File: src/inc/uartc_pkg.sv
// Register map, field layout, reset values and trigger tables for the control block
package uartc_pkg;
  localparam logic [2:0] UARTC_OFS_DATA_LO = 3'h0;
  localparam logic [2:0] UARTC_OFS_DATA_HI = 3'h1;
  localparam logic [2:0] UARTC_OFS_FIFO = 3'h2;
  localparam logic [2:0] UARTC_OFS_LINE = 3'h3;
  localparam logic [2:0] UARTC_OFS_MODEM = 3'h4;

  localparam int UARTC_FIFO_EN = 0;
  localparam int UARTC_FIFO_RXFL = 1;
  localparam int UARTC_FIFO_TXFL = 2;
  localparam int UARTC_FIFO_TXTRIG = 4;
  localparam int UARTC_FIFO_RXTRIG = 6;

  localparam int UARTC_LINE_LEN = 0;
  localparam int UARTC_LINE_STOP = 2;
  localparam int UARTC_LINE_PEN = 3;
  localparam int UARTC_LINE_PSEL = 4;
  localparam int UARTC_LINE_BRK = 6;
  localparam int UARTC_LINE_DIV = 7;

  localparam int UARTC_MDM_DTR = 0;
  localparam int UARTC_MDM_RTS = 1;
  localparam int UARTC_MDM_AUX1 = 2;
  localparam int UARTC_MDM_AUX2 = 3;
  localparam int UARTC_MDM_LOOP = 4;
  localparam int UARTC_MDM_W = 5;

  localparam logic [7:0] UARTC_LINE_RST = 8'h03;
  localparam logic [UARTC_MDM_W-1:0] UARTC_MDM_RST = 5'h00;
  localparam logic [1:0] UARTC_TRIG_RST = 2'h0;
  localparam logic [1:0] UARTC_LEN_5BIT = 2'h0;

  // Stop length in half bit times
  localparam logic [2:0] UARTC_STOP_ONE = 3'h2;
  localparam logic [2:0] UARTC_STOP_ONE_HALF = 3'h3;
  localparam logic [2:0] UARTC_STOP_TWO = 3'h4;

  localparam logic [6:0] UARTC_TX_TRIG_0 = 7'h10;
  localparam logic [6:0] UARTC_TX_TRIG_1 = 7'h20;
  localparam logic [6:0] UARTC_TX_TRIG_2 = 7'h40;
  localparam logic [6:0] UARTC_TX_TRIG_3 = 7'h70;
  localparam logic [6:0] UARTC_RX_TRIG_0 = 7'h01;
  localparam logic [6:0] UARTC_RX_TRIG_1 = 7'h04;
  localparam logic [6:0] UARTC_RX_TRIG_2 = 7'h08;
  localparam logic [6:0] UARTC_RX_TRIG_3 = 7'h0e;
  localparam logic [6:0] UARTC_RXE_TRIG_0 = 7'h0f;
  localparam logic [6:0] UARTC_RXE_TRIG_1 = 7'h1f;
  localparam logic [6:0] UARTC_RXE_TRIG_2 = 7'h3f;
  localparam logic [6:0] UARTC_RXE_TRIG_3 = 7'h6f;

  typedef enum logic [1:0] {
    UARTC_PAR_ODD,
    UARTC_PAR_EVEN,
    UARTC_PAR_MARK,
    UARTC_PAR_SPACE
  } uartc_parity_t;

  function automatic logic [6:0] uartc_tx_level(input logic [1:0] code);
    case (code)
      2'h0: uartc_tx_level = UARTC_TX_TRIG_0;
      2'h1: uartc_tx_level = UARTC_TX_TRIG_1;
      2'h2: uartc_tx_level = UARTC_TX_TRIG_2;
      default: uartc_tx_level = UARTC_TX_TRIG_3;
    endcase
  endfunction

  function automatic logic [6:0] uartc_rx_level(input logic [1:0] code, input logic enh);
    case (code)
      2'h0: uartc_rx_level = enh ? UARTC_RXE_TRIG_0 : UARTC_RX_TRIG_0;
      2'h1: uartc_rx_level = enh ? UARTC_RXE_TRIG_1 : UARTC_RX_TRIG_1;
      2'h2: uartc_rx_level = enh ? UARTC_RXE_TRIG_2 : UARTC_RX_TRIG_2;
      default: uartc_rx_level = enh ? UARTC_RXE_TRIG_3 : UARTC_RX_TRIG_3;
    endcase
  endfunction
endpackage

File: src/uartc_loop.sv
// Serial and modem line routing with internal loopback
`timescale 1ns/1ps
`default_nettype none
module uartc_loop
  import uartc_pkg::*;
(
  input wire logic loopback, // Internal loopback active
  input wire logic send_break, // Hold line in space
  input wire logic tx_serial, // Transmitter serial bit
  input wire logic dtr, // Terminal ready, active high
  input wire logic rts, // Request to send, active high
  input wire logic aux_output_one, // General output one
  input wire logic aux_output_two, // General output two
  input wire logic rxd_pin, // Serial input pin
  input wire logic cts_pin_n, // Clear-to-send pin
  input wire logic dsr_pin_n, // Set-ready pin
  input wire logic ri_pin_n, // Ring pin
  input wire logic dcd_pin_n, // Carrier pin
  output logic txd_pin, // Serial output pin
  output logic rx_serial, // Bit to the receiver
  output logic cts, // Clear-to-send to status path
  output logic dsr, // Set-ready to status path
  output logic ri, // Ring to status path
  output logic dcd // Carrier to status path
);
  logic line_bit;

  always_comb begin
    line_bit = send_break ? 1'b0 : tx_serial;
    // Pin idles at mark in loopback so the remote sees no activity
    txd_pin = loopback ? 1'b1 : line_bit;
    rx_serial = loopback ? line_bit : rxd_pin;
    cts = loopback ? rts : ~cts_pin_n;
    dsr = loopback ? dtr : ~dsr_pin_n;
    ri = loopback ? aux_output_one : ~ri_pin_n;
    dcd = loopback ? aux_output_two : ~dcd_pin_n;
  end
endmodule
`default_nettype wire

File: src/uartc_ctrl.sv
// FIFO, line and modem control registers of one serial channel
// Summary of operation
// - FIFO control bit 0 enables FIFO operation; resets to zero.
// - FIFO control bit 1 flushes receive FIFO, then clears itself.
// - FIFO control bit 2 flushes transmit FIFO, then clears itself.
// - Transmit trigger codes give 16, 32, 64, 112 in either mode; reset 00.
// - Normal receive trigger codes give 1, 4, 8, 14; reset 00.
// - Enhanced receive trigger codes give 15, 31, 63, 111.
// - Line bits 1:0 pick 5 to 8 data bits; reset 11.
// - Line bit 6 holds serial output at space for break when not in loopback.
// - Line bit 7 steers shared offsets to divisor latch; reset zero.
// - Modem bit 0 drives terminal-ready pin inverted; reset zero.
// - Modem bit 1 drives request-to-send pin inverted; reset zero.
// - Modem bit 4 enables internal loopback; reset zero.
// - In loopback, aux output one replaces the ring input.
// - In loopback, aux output two replaces the carrier input.
`timescale 1ns/1ps
`default_nettype none
module uartc_ctrl
  import uartc_pkg::*;
(
  input wire logic core_clk, // Core clock, 25 MHz
  input wire logic reset, // Async reset, active high
  input wire logic [2:0] reg_addr, // Byte offset in channel window
  input wire logic reg_wr, // Write strobe
  input wire logic reg_rd, // Read strobe
  input wire logic [7:0] reg_wdata, // Write data
  output logic [7:0] reg_rdata, // Read data, next cycle
  input wire logic enhanced_mode, // Enhanced operation select
  output logic divisor_select, // Shared offsets go to divisor
  output logic divisor_wr, // Write aimed at divisor latch
  output logic data_wr, // Write aimed at data registers
  output logic fifo_enable, // FIFO operation on
  output logic rx_flush, // Receive FIFO flush pulse
  output logic tx_flush, // Transmit FIFO flush pulse
  output logic [6:0] tx_level, // Transmit trigger threshold
  output logic [6:0] rx_level, // Receive trigger threshold
  output logic [3:0] char_bits, // Data bits per character
  output logic [2:0] stop_halves, // Stop length in half bits
  output logic parity_enable, // Parity bit present
  output logic [1:0] parity_kind, // Parity flavour
  output logic send_break, // Break being sent
  output logic loopback, // Internal loopback on
  input wire logic tx_serial, // Transmitter serial bit
  output logic rx_serial, // Bit to the receiver
  input wire logic rxd_pin, // Serial input pin
  output logic txd_pin, // Serial output pin
  output logic dtr_pin_n, // Terminal-ready pin
  output logic rts_pin_n, // Request-to-send pin
  input wire logic cts_pin_n, // Clear-to-send pin
  input wire logic dsr_pin_n, // Set-ready pin
  input wire logic ri_pin_n, // Ring pin
  input wire logic dcd_pin_n, // Carrier pin
  output logic cts, // Clear-to-send to status path
  output logic dsr, // Set-ready to status path
  output logic ri, // Ring to status path
  output logic dcd // Carrier to status path
);
  typedef struct packed {
    logic [7:0] line;
    logic [UARTC_MDM_W-1:0] modem;
    logic fifo_en;
    logic rx_fl;
    logic tx_fl;
    logic [1:0] tx_trig;
    logic [1:0] rx_trig;
    logic [6:0] tx_lvl;
    logic [6:0] rx_lvl;
    logic [7:0] rdata;
  } uartc_state_t;

  localparam uartc_state_t UARTC_STATE_RST = '{
    line: UARTC_LINE_RST, modem: UARTC_MDM_RST, fifo_en: 1'b0, rx_fl: 1'b0,
    tx_fl: 1'b0, tx_trig: UARTC_TRIG_RST, rx_trig: UARTC_TRIG_RST,
    tx_lvl: UARTC_TX_TRIG_0, rx_lvl: UARTC_RX_TRIG_0, rdata: 8'h00};

  uartc_state_t st;
  uartc_state_t next_st;

  function automatic logic is_shared(input logic [2:0] a);
    is_shared = (a == UARTC_OFS_DATA_LO) || (a == UARTC_OFS_DATA_HI);
  endfunction

  always_comb begin
    next_st = st;
    // Flush is a single cycle reset of the FIFO pointers, so it is done at once
    next_st.rx_fl = 1'b0;
    next_st.tx_fl = 1'b0;
    next_st.rdata = 8'h00;
    if (reg_wr && reg_addr == UARTC_OFS_FIFO) begin
      next_st.fifo_en = reg_wdata[UARTC_FIFO_EN];
      next_st.rx_fl = reg_wdata[UARTC_FIFO_RXFL];
      next_st.tx_fl = reg_wdata[UARTC_FIFO_TXFL];
      next_st.tx_trig = reg_wdata[UARTC_FIFO_TXTRIG +: 2];
      next_st.rx_trig = reg_wdata[UARTC_FIFO_RXTRIG +: 2];
    end else if (reg_wr && reg_addr == UARTC_OFS_LINE) begin
      next_st.line = reg_wdata;
    end else if (reg_wr && reg_addr == UARTC_OFS_MODEM) begin
      next_st.modem = reg_wdata[UARTC_MDM_W-1:0];
    end
    // Fifo control is write only; its offset reads back as zero from this block
    if (reg_rd && reg_addr == UARTC_OFS_LINE) begin
      next_st.rdata = st.line;
    end else if (reg_rd && reg_addr == UARTC_OFS_MODEM) begin
      next_st.rdata = {{(8-UARTC_MDM_W){1'b0}}, st.modem};
    end
    next_st.tx_lvl = uartc_tx_level(st.tx_trig);
    next_st.rx_lvl = uartc_rx_level(st.rx_trig, enhanced_mode);
  end

  always_ff @(posedge core_clk or posedge reset) begin
    if (reset) begin
      st <= UARTC_STATE_RST;
    end else begin
      st <= next_st;
    end
  end

  always_comb begin
    reg_rdata = st.rdata;
    fifo_enable = st.fifo_en;
    rx_flush = st.rx_fl;
    tx_flush = st.tx_fl;
    tx_level = st.tx_lvl;
    rx_level = st.rx_lvl;
    divisor_select = st.line[UARTC_LINE_DIV];
    divisor_wr = reg_wr && is_shared(reg_addr) && st.line[UARTC_LINE_DIV];
    data_wr = reg_wr && is_shared(reg_addr) && !st.line[UARTC_LINE_DIV];
    char_bits = 4'h5 + {2'h0, st.line[UARTC_LINE_LEN +: 2]};
    if (!st.line[UARTC_LINE_STOP]) begin
      stop_halves = UARTC_STOP_ONE;
    end else if (st.line[UARTC_LINE_LEN +: 2] == UARTC_LEN_5BIT) begin
      stop_halves = UARTC_STOP_ONE_HALF;
    end else begin
      stop_halves = UARTC_STOP_TWO;
    end
    parity_enable = st.line[UARTC_LINE_PEN];
    parity_kind = st.line[UARTC_LINE_PSEL +: 2];
    send_break = st.line[UARTC_LINE_BRK];
    loopback = st.modem[UARTC_MDM_LOOP];
    // Pins are driven straight from the register to avoid an extra cycle of skew
    dtr_pin_n = ~st.modem[UARTC_MDM_DTR];
    rts_pin_n = ~st.modem[UARTC_MDM_RTS];
  end

  uartc_loop u_loop (
    .loopback(st.modem[UARTC_MDM_LOOP]),
    .send_break(st.line[UARTC_LINE_BRK]),
    .tx_serial(tx_serial),
    .dtr(st.modem[UARTC_MDM_DTR]),
    .rts(st.modem[UARTC_MDM_RTS]),
    .aux_output_one(st.modem[UARTC_MDM_AUX1]),
    .aux_output_two(st.modem[UARTC_MDM_AUX2]),
    .rxd_pin(rxd_pin),
    .cts_pin_n(cts_pin_n),
    .dsr_pin_n(dsr_pin_n),
    .ri_pin_n(ri_pin_n),
    .dcd_pin_n(dcd_pin_n),
    .txd_pin(txd_pin),
    .rx_serial(rx_serial),
    .cts(cts),
    .dsr(dsr),
    .ri(ri),
    .dcd(dcd)
  );
endmodule
`default_nettype wire

File: config.mk
export PLATFORM = sky130hd
export DESIGN_NAME = uartc_ctrl
export DESIGN_NICKNAME = d
export VERILOG_FILES = /design/src/inc/uartc_pkg.sv /design/src/uartc_loop.sv /design/src/uartc_ctrl.sv
export SDC_FILE = /design/constraint.sdc
export NUM_CORES = 1
export LEC_CHECK = 0
export BUFFER_PORTS_ARGS = -buffer_cell sky130_fd_sc_hd__buf_2
export CORE_ASPECT_RATIO = 1.5
export CORE_UTILIZATION = 44
export CTS_CLUSTER_DIAMETER = 50
export CTS_CLUSTER_SIZE = 14
export DETAILED_ROUTE_END_ITERATION = 8
export GPL_TIMING_DRIVEN = 0
export PLACE_DENSITY = 0.76
export SETUP_SLACK_MARGIN = 0.5
export SLEW_MARGIN = 20
export SYNTH_ARGS = -nofsm -noshare
export SYNTH_HDL_FRONTEND = slang
export SYNTH_SLANG_ARGS = --single-unit
File: constraint.sdc
create_clock -name core_clk -period 1.2 [get_ports core_clk]
set_input_delay 0.36 -clock core_clk [delete_from_list [all_inputs] [get_ports core_clk]]
set_output_delay 0.36 -clock core_clk [all_outputs]
set_load 0.01 [all_outputs]
==> impl_metrics.yaml, run 1 <==
sta:
  report.final.setup_viol: 41
  min_period_ns: 1.70
  timing.clock.skew_ns: 0.00881
  max_clock_freq_mhz: 588
  timing.final.max_slew_violations: 0
  period_share_pct: 142
  holdWs_ns: 0.0899
  setup_repair_after_global_routing_missed_its_margin: "true"
  worst_slack_ns: -0.499
  finalHoldViolCount: 0
global_route:
  global_route.peak_usage_layer: "met2"
  use_met1_pct: 24.2
  met2_usage_pct: 38.2
  pin_count_of_the_biggest_net_entering_global_routing: 20
  global_route.usage.total_pct: 22.8
  grt_use_met3_pct: 7.68
  global_route_wire_length_before_repair_um: 6780
  vias_in_the_first_global_route: 1437
  grt_antenna_before_repair: 0
  grt_overflow: 0
job:
  cap_viol_max_count: 0
power:
  clock_power_share_pct: 19.2
  max-vdd-ir-drop_mv: 1.59
  switching_share_pct: 29.5
  intPower_mw: 3.35
  power_per_cell_area_mw_per_mm2: 1470
  power.share.sequential_pct: 36.8
  comb_power_share_pct: 44.0
  power_mw: 4.75
  net-switching-power_mw: 1.40
  power_leakage_nw: 1.60
setup_path:
  ff2ff_setup_slack_ns: 0.09
  critical_path_arrival_ns: 1.34
  worst_path_most_repeated_cell: "sky130_fd_sc_hd__inv_2"
  critical_path.endpoint_type: "output pin"
  cpPeakStageDelay_ns: 0.57
  rr_worst_depth: 3
  critical_path.max_fanout: 2
  critPathSlowestCell: "sky130_fd_sc_hd__dfstp_2"
  data_required_time_of_the_critical_path_ns: 0.84
  regToRegEndpoint: "loopback$_DFFE_PP0P_"
  r2r-start: "loopback$_DFFE_PP0P_"
  critical_path.startpoint_type: "register"
  crit_type: "register to output pin"
  critical_path.cell_chain: "inv_2 -> ha_4 -> nor2b_4 -> inv_2 -> buf_6"
placed_design:
  routabilityCongestion: 0.728
  port_buffers: 64
  dpl.cell_count: 261
  detailed_placement_hpwl_um: 2690
yosys:
  ys_seq_area_share_pct: 52.1
  synth_cell_type_count: 32
  synth_warnings: 0
  ys_async_sr_fraction_pct: 100
  postSynth.topFlopCell: "sky130_fd_sc_hd__dfrtp_1"
  synth.avg_cell_area_um2: 12.3
  synthesis.area_mm2: 0.00184
  synthesis.instances: 149
  count_of_flip_flops_with_a_built_in_enable_after_synthesis: 0
  yosys_register_bits: 38
cts:
  ctsHtreeMaxLevel: 2
  clkTransAtPathRegs_ns: 0.07
  clock_network_latency_to_the_later_pin_of_the_worst_skew_pair_ns: 0.30
  number_of_sinks_on_the_clock_net: 38
  cts_tree: "built"
  cts_inserted_buffers: 5
  cts_hold_repair.buffers: 0
  clock_path_buffers: 2
  clockRootBuffer: "sky130_fd_sc_hd__clkbuf_8"
floorplanning:
  die_width_um: 54.7
  dieHeight_um: 81.1
  die_area_mm2: 0.00444
  core_area_mm2: 0.00396
  io_pins: 70
  initial_core_util_pct: 46.4
  core.rowCount: 28
route:
  detail_route.wirelength_um: 5020
  drt_first_pass_iters: 4
  via_per_inst: 4.96
  first_iter_violations: 29
  drt-wirelength-per-cell_um: 16.9
  antenna_left: 0
  remaining_design_rule_violation_count: 0
  detailroute.via_count: 1472
final_layout:
  layout-area-overhead-vs-synth_pct: 76.1
  layout_common_cells: "sky130_fd_sc_hd__buf_6 (74), sky130_fd_sc_hd__dfrtp_1 (29), sky130_fd_sc_hd__buf_2 (29)"
  final_layout_size_suffix_gt1_share_pct: 76.6
  nNetsFinal: 278
  layout.cells.most_common: "sky130_fd_sc_hd__buf_6"
  final_cell_count_no_fill: 297
  num_antenna_cells: 0
min_path:
  timing.hold.worst.class: "primary input to asynchronous set/reset pin"
outcome:
  outcome: "finished with violations"
  violations: "setup timing"
worst max-delay path: cells and delay by family (launching register included):
family | cells | cell delay [ns]
fa+ha+maj | 1 | 0.16
flops | 1 | 0.57
simple gates | 1 | 0.11
buf+inv | 3 | 0.20
layout make-up:
type	instances	area (um2)
Multi-Input combinational cell	74	895
Buffer	28	317
Tap cell	45	56.3
Inverter	12	48.8
Timing Repair inverter	1	7.51
Clock buffer	7	86.3
Fill cell	219	727
Timing Repair Buffer	91	855
Sequential cell	38	962
Clock inverter	1	5.00
logic make-up after synthesis:
logic type / Yosys count / synth area share (%)
AOI/OAI and AO/OA: 9 / 3.48
xor gates and xnor gates: 1 / 0.477
adders and majority gates: 5 / 3.41
buffers and inverters: 40 / 13.6
DFF: 38 / 52.1
muxes: 22 / 14.2
other: 1 / 0.204
and+or+nand+nor: 33 / 12.5
cell usage after synthesis, types with 2 or more instances:
master                     number  share of area, %
sky130_fd_sc_hd__a21o_1         2              0.82
sky130_fd_sc_hd__and2_1         5               1.7
sky130_fd_sc_hd__and3_1         4               1.4
sky130_fd_sc_hd__and4bb_2       2               1.4
sky130_fd_sc_hd__buf_4         24               9.8
sky130_fd_sc_hd__clkbuf_1       2              0.41
sky130_fd_sc_hd__dfrtp_1       34                46
sky130_fd_sc_hd__dfstp_2        4               5.7
sky130_fd_sc_hd__ha_1           5               3.4
sky130_fd_sc_hd__inv_1         12               2.5
sky130_fd_sc_hd__mux2_2        13               8.0
sky130_fd_sc_hd__mux2_4         5               4.1
sky130_fd_sc_hd__mux2i_1        4               2.2
sky130_fd_sc_hd__nand2_1        8               1.6
sky130_fd_sc_hd__nor2b_1        2              0.68
sky130_fd_sc_hd__o22ai_1        4               1.4
sky130_fd_sc_hd__or2_2          4               1.4
registers in the layout (all words and copies together), names as in the netlist:
signal,flops
tx_flush,1
rx_level,7
divisor_select,1
st,11
rx_flush,1
loopback,1
fifo_enable,1
parity_enable,1
tx_level,3
reg_rdata,8
send_break,1
parity_kind,2
worst max path at each step:
stage | startpoint | endpoint | slack, ns | cells after the start
3_3_place_gp | st[35]$_DFFE_PP1P_ | stop_halves[0] | -0.21 | 4
3_5_place_dp | st[35]$_DFFE_PP1P_ | stop_halves[1] | -0.22 | 5
4_1_cts | st[34]$_DFFE_PP1P_ | stop_halves[1] | -0.49 | 5
6_report | st[35]$_DFFE_PP1P_ | stop_halves[1] | -0.50 | 5
5_1_grt | st[34]$_DFFE_PP1P_ | stop_halves[1] | -0.55 | 5
2_1_floorplan | st[34]$_DFFE_PP1P_ | stop_halves[1] | -0.11 | 4
power by group through the flow:
stage	logic, mW	clock network (mW)	registers, mW
after CTS	1.88	0.905	1.71
after global placement	1.29	0	1.74
after floorplan	0.957	0	1.71
after global routing	2.23	0.976	1.77
after detailed placement	1.32	0	1.74
final	2.09	0.912	1.75
timing repair:
action                     4_1_cts  5_1_grt
setup buffers                   18        8
cloned                           1        1
resized for setup               66       28
setup endpoints to repair       82      101
pin swaps                       12        7
stage by stage:
step           setup slack [ns]  setup TNS, ns  utilization, %  instance area, um2
2_1_floorplan            -0.108         -0.562               -                2100
3_3_place_gp             -0.211          -3.92            62.6                2480
3_5_place_dp             -0.222          -4.09            62.6                2480
4_1_cts                  -0.494          -7.51            76.5                3030
5_1_grt                  -0.547          -9.72            81.6                3230
6_report                 -0.499          -8.04            81.6                3230
metal layers:
layer,wire (um),up-vias
li1,-,671
met1,1780,711
met2,2770,74
met3,314,16
met4,160,0
met5,0,-
Note: power is estimated with default switching activity, not from simulation.
==> run 2, diff against run 1 <==
--- a/config.mk
+++ b/config.mk
@@ -13,6 +13,7 @@
 export DETAILED_ROUTE_END_ITERATION = 8
 export GPL_TIMING_DRIVEN = 0
 export PLACE_DENSITY = 0.76
+export REMOVE_ABC_BUFFERS = 1
 export SETUP_SLACK_MARGIN = 0.5
 export SLEW_MARGIN = 20
 export SYNTH_ARGS = -nofsm -noshare
==> impl_metrics.yaml, run 2 (synthesis gave the netlist of run 1 again) <==
sta:
  min_period_ns: 1.67
  worst_slack_ns: -0.471
  max_clock_freq_mhz: 598
  timing.clock.skew_ns: 0.00590
  setup_repair_after_global_routing_missed_its_margin: "true"
  fin_setup_tns_ns: -5.65
  period_share_pct: 139
  report.final.setup_viol: 22
  timing.final.max_slew_violations: 0
  finalHoldViolCount: 0
final_layout:
  num_antenna_cells: 0
  largest_reg_flops: 11
  seqCellArea_um2: 962
  layout_common_cells: "sky130_fd_sc_hd__buf_2 (46), sky130_fd_sc_hd__buf_6 (32), sky130_fd_sc_hd__dfrtp_1 (29)"
  finish.utilization_pct: 67.7
  layout.cells.most_common: "sky130_fd_sc_hd__buf_2"
  final.fill_count: 279
  nNetsFinal: 246
  multi_input_area_um2: 837
  layout-area-overhead-vs-synth_pct: 45.9
  largest-register: "st"
  final_layout_size_suffix_gt1_share_pct: 71.8
global_route:
  pin_count_of_the_biggest_net_entering_global_routing: 39
  grt_antenna_before_repair: 0
  global_route_wire_length_before_repair_um: 6100
  global_route.usage.total_pct: 19.7
  vias_in_the_first_global_route: 1240
  grt_overflow: 0
route:
  drt_first_pass_iters: 4
  via_per_inst: 4.94
  drt-wirelength-per-cell_um: 15.1
  detailroute.via_count: 1308
  antenna_left: 0
  first_iter_violations: 17
  remaining_design_rule_violation_count: 0
  detail_route.wirelength_um: 4000
min_path:
  timing.hold.worst.class: "primary input to asynchronous set/reset pin"
cts:
  number_of_sinks_on_the_clock_net: 38
  clock_path_buffers: 2
  clkTransAtPathRegs_ns: 0.07
  cts_inserted_buffers: 5
  clockRootBuffer: "sky130_fd_sc_hd__clkbuf_8"
  ctsHtreeMaxLevel: 2
  cts_tree: "built"
  cts_hold_repair.buffers: 0
  clock_network_latency_to_the_later_pin_of_the_worst_skew_pair_ns: 0.29
floorplanning:
  core.rowCount: 28
  core_area_mm2: 0.00396
  die_area_mm2: 0.00444
  io_pins: 70
  dieHeight_um: 81.1
  initial_core_util_pct: 46.4
  die_width_um: 54.7
power:
  power.share.sequential_pct: 41.1
  power_leakage_nw: 1.37
  power_per_cell_area_mw_per_mm2: 1560
  net-switching-power_mw: 1.23
  intPower_mw: 2.96
  clock_power_share_pct: 21.3
  comb_power_share_pct: 37.6
  switching_share_pct: 29.3
  max-vdd-ir-drop_mv: 1.16
  power_mw: 4.19
setup_path:
  critical_path_arrival_ns: 1.31
  data_required_time_of_the_critical_path_ns: 0.84
  critical_path.max_fanout: 2
  cpPeakStageDelay_ns: 0.56
  worst_path_most_repeated_cell: "sky130_fd_sc_hd__inv_2"
  critical_path.endpoint_type: "output pin"
  critPathSlowestCell: "sky130_fd_sc_hd__dfstp_2"
  critical_path.cell_chain: "inv_2 -> ha_4 -> nor2b_4 -> inv_2 -> buf_6"
  critical_path.startpoint_type: "register"
  crit_type: "register to output pin"
placed_design:
  routabilityCongestion: 0.715
  detailed_placement_hpwl_um: 2330
  dp_slack_ns: -0.325
  port_buffers: 65
outcome:
  outcome: "finished with violations"
  violations: "setup timing"
job:
  cap_viol_max_count: 0
## run 2: changes by cell type in the layout (fill, tap and decap cells not counted), sizes merged
cell      delta
clkinvlp     -2
buf         -28
clkinv       -1
inv          +1
clkbuf       -2
## run 2: critical path, delay by kind of cell, from the launching register on
kind / cells / cell delay (ns)
fa+ha+maj: 1 / 0.16
buf+inv: 3 / 0.20
flops: 1 / 0.56
simple gates: 1 / 0.11
## run 2: per-layer routing
metal	wire, um	GRT usage, %	part of all wire, %
met1	1600	23.5	40
met2	2130	31.7	53
met3	189	4.68	4.7
met4	84	10.3	2.1
met5	0	0	0
## run 2: worst paths after layout
check,startpoint,end,slack (ns),cells past startpoint
max,st[35]$_DFFE_PP1P_,stop_halves[1],-0.47,5
min,reset,tx_level[5]$_DFF_PP0_,0.08,2
max reg2reg,loopback$_DFFE_PP0P_,loopback$_DFFE_PP0P_,0.05,4
min reg2reg,st[23]$_DFFE_PP0P_,rx_level[0]$_DFF_PP1_,0.50,1
max in group asynchronous,reset,st[23]$_DFFE_PP0P_,0.77,2
min in group core_clk,reg_wdata[7],st[23]$_DFFE_PP0P_,0.32,2
## run 2: what timing repair did
item / CTS / global route
setup buffers: 18 / 5
setup endpoints to repair: 115 / 81
pin swaps: 15 / 10
resized for setup: 72 / 29
## run 2: power groups by stage
stage | sequential, mW | combinational [mW] | clock, mW
6_report | 1.72 | 1.57 | 0.892
5_1_grt | 1.75 | 1.70 | 0.969
4_1_cts | 1.70 | 1.37 | 0.893
3_5_place_dp | 1.72 | 0.874 | 0
3_3_place_gp | 1.72 | 0.851 | 0
2_1_floorplan | 1.75 | 0.458 | 0
## run 2: per-stage QoR
step | hold slack, ns | std cells | cell area, um2
5_1_grt | 0.124 | 265 | 2680
2_1_floorplan | 0.452 | 124 | 1640
6_report | 0.0830 | 265 | 2680
3_5_place_dp | 0.499 | 234 | 2020
3_3_place_gp | 0.493 | 234 | 2020
4_1_cts | 0.0979 | 260 | 2520
## run 2: final cells by class
class	instances	area share, %
clock buffer	8	3.36
inverter	12	1.77
multi-input combinational	74	31.2
sequential	38	35.9
tap	45	2.10
timing repair buffer	88	25.6
==> run 3, diff against run 2 <==
--- a/config.mk
+++ b/config.mk
@@ -14,7 +14,7 @@
 export GPL_TIMING_DRIVEN = 0
 export PLACE_DENSITY = 0.76
 export REMOVE_ABC_BUFFERS = 1
-export SETUP_SLACK_MARGIN = 0.5
+export SETUP_SLACK_MARGIN = 0.2
 export SLEW_MARGIN = 20
 export SYNTH_ARGS = -nofsm -noshare
 export SYNTH_HDL_FRONTEND = slang
==> impl_metrics.yaml, run 3 (synthesis gave the netlist of run 1 again) <==
final_layout:
  final_cell_count_no_fill: 267
  num_antenna_cells: 0
  layout-area-overhead-vs-synth_pct: 40.4
  final.fill_count: 295
  final_layout_size_suffix_gt1_share_pct: 64.9
  post-route-cell-area_mm2: 0.00258
  layout.cells.most_common: "sky130_fd_sc_hd__buf_2"
  layout_common_cells: "sky130_fd_sc_hd__buf_2 (46), sky130_fd_sc_hd__dfrtp_1 (33), sky130_fd_sc_hd__buf_6 (29)"
  largest-register: "st"
  nNetsFinal: 248
  largest_reg_flops: 11
global_route:
  global_route_wire_length_before_repair_um: 5690
  pin_count_of_the_biggest_net_entering_global_routing: 39
  grt_overflow: 0
  global_route.usage.total_pct: 18.3
  grt_antenna_before_repair: 0
  vias_in_the_first_global_route: 1182
sta:
  min_period_ns: 1.68
  max-slew-margin-rel_pct: 49.4
  report.final.setup_viol: 21
  worst_slew_pin_slew_ns: 0.758
  finalHoldViolCount: 0
  worst_slack_ns: -0.482
  max_clock_freq_mhz: 595
  timing.final.max_slew_violations: 0
  timing.clock.skew_ns: 0.00791
  setup_repair_after_global_routing_missed_its_margin: "true"
  period_share_pct: 140
placed_design:
  routabilityCongestion: 0.715
  post_dp_cell_area_mm2: 0.00202
  dpl.cell_count: 234
  dp_slack_ns: -0.325
  port_buffers: 65
  detailed_placement_hpwl_um: 2330
outcome:
  outcome: "finished with violations"
  violations: "setup timing"
setup_path:
  r2r-start: "divisor_select$_DFFE_PP0P_"
  data_required_time_of_the_critical_path_ns: 0.84
  crit_type: "register to output pin"
  crit_start: "st[35]$_DFFE_PP1P_"
  rr_worst_depth: 4
  critical_path.max_fanout: 2
  regToRegEndpoint: "divisor_select$_DFFE_PP0P_"
  critical_path.cell_chain: "inv_2 -> ha_4 -> and2_1 -> buf_2"
  ff2ff_setup_slack_ns: 0.05
  critPathSlowestCell: "sky130_fd_sc_hd__dfstp_2"
  critical_path_arrival_ns: 1.32
  cpPeakStageDelay_ns: 0.56
  critical_path.endpoint_type: "output pin"
  critical_path.startpoint_type: "register"
floorplanning:
  initial_core_util_pct: 46.4
  dieHeight_um: 81.1
  die_area_mm2: 0.00444
  core_area_mm2: 0.00396
  io_pins: 70
  core.rowCount: 28
  die_width_um: 54.7
route:
  detailroute.via_count: 1285
  antenna_left: 0
  detail_route.wirelength_um: 3930
  remaining_design_rule_violation_count: 0
  drt-wirelength-per-cell_um: 14.7
  drt_first_pass_iters: 4
  via_per_inst: 4.81
  first_iter_violations: 8
cts:
  clock_network_latency_to_the_later_pin_of_the_worst_skew_pair_ns: 0.29
  clockRootBuffer: "sky130_fd_sc_hd__clkbuf_8"
  clock_path_buffers: 2
  number_of_sinks_on_the_clock_net: 38
  clkTransAtPathRegs_ns: 0.07
  cts_hold_repair.buffers: 0
  cts_tree: "built"
  cts_inserted_buffers: 5
  ctsHtreeMaxLevel: 2
power:
  max-vdd-ir-drop_mv: 1.11
  power_per_cell_area_mw_per_mm2: 1590
  power_leakage_nw: 1.35
min_path:
  timing.hold.worst.class: "primary input to asynchronous set/reset pin"
job:
  cap_viol_max_count: 0
==> run 3: what timing repair did <==
item | in CTS | in global routing
endpoints found under the setup margin | 67 | 59
cloned | 0 | 0
resized for setup | 44 | 25
pin swaps | 5 | 0
buffers inserted | 17 | 8
==> run 3: worst max-delay path by stage <==
stage	to	slack, ns	depth (start not counted)
finish	stop_halves[0]	-0.48	4
global route	stop_halves[0]	-0.50	4
CTS	stop_halves[1]	-0.51	5
detailed placement	st[25]$_DFFE_PP0P_	-0.33	3
global placement	st[31]$_DFFE_PP0P_	-0.47	2
floorplan	stop_halves[1]	-0.31	4
==> run 3: power by group <==
group          leakage [nW]  internal (mW)  switching (mW)  total (mW)
Clock                0.0455          0.468           0.413       0.881
Sequential            0.467           1.52           0.169        1.69
Combinational         0.837          0.924           0.594        1.52
Total                  1.35           2.92            1.18        4.09
==> run 3: layer usage <==
layer	part of all wire, %	global-route usage, %	routed length, um	vias to the layer above
li1	-	-	-	608
met1	39	21.3	1550	623
met2	53	29.4	2080	47
met3	5.0	4.31	197	7
met4	2.7	11.0	105	0
met5	0	0	0	-
==> run 3: per-stage QoR <==
step | hold WS, ns | power (mW) | util (%) | TNS, ns
finish | 0.201 | 4.09 | 65.1 | -5.64
global route | 0.277 | 4.33 | 65.1 | -6.32
CTS | 0.228 | 3.86 | 61.0 | -5.62
detailed placement | 0.499 | 2.60 | 51.1 | -6.53
global placement | 0.493 | 2.57 | 51.1 | -22.75
floorplan | 0.452 | 2.21 | - | -1.63
==> run 3: area by class of cell <==
| type | instances | area [um2] | share of cell area (%) |
|---|---|---|---|
| sequential | 38 | 957 | 37.1 |
| multi-input combinational | 74 | 752 | 29.2 |
| timing repair buffer | 90 | 677 | 26.3 |
| clock buffer | 8 | 90.1 | 3.50 |
| tap | 45 | 56.3 | 2.18 |
| inverter | 12 | 45.0 | 1.75 |
==> run 3: critical path: cells and delay by family, from the launching register on <==
family / cells / cell delay (ns)
fa+ha+maj: 1 / 0.16
buf+inv: 2 / 0.18
flops: 1 / 0.56
simple gates: 1 / 0.14
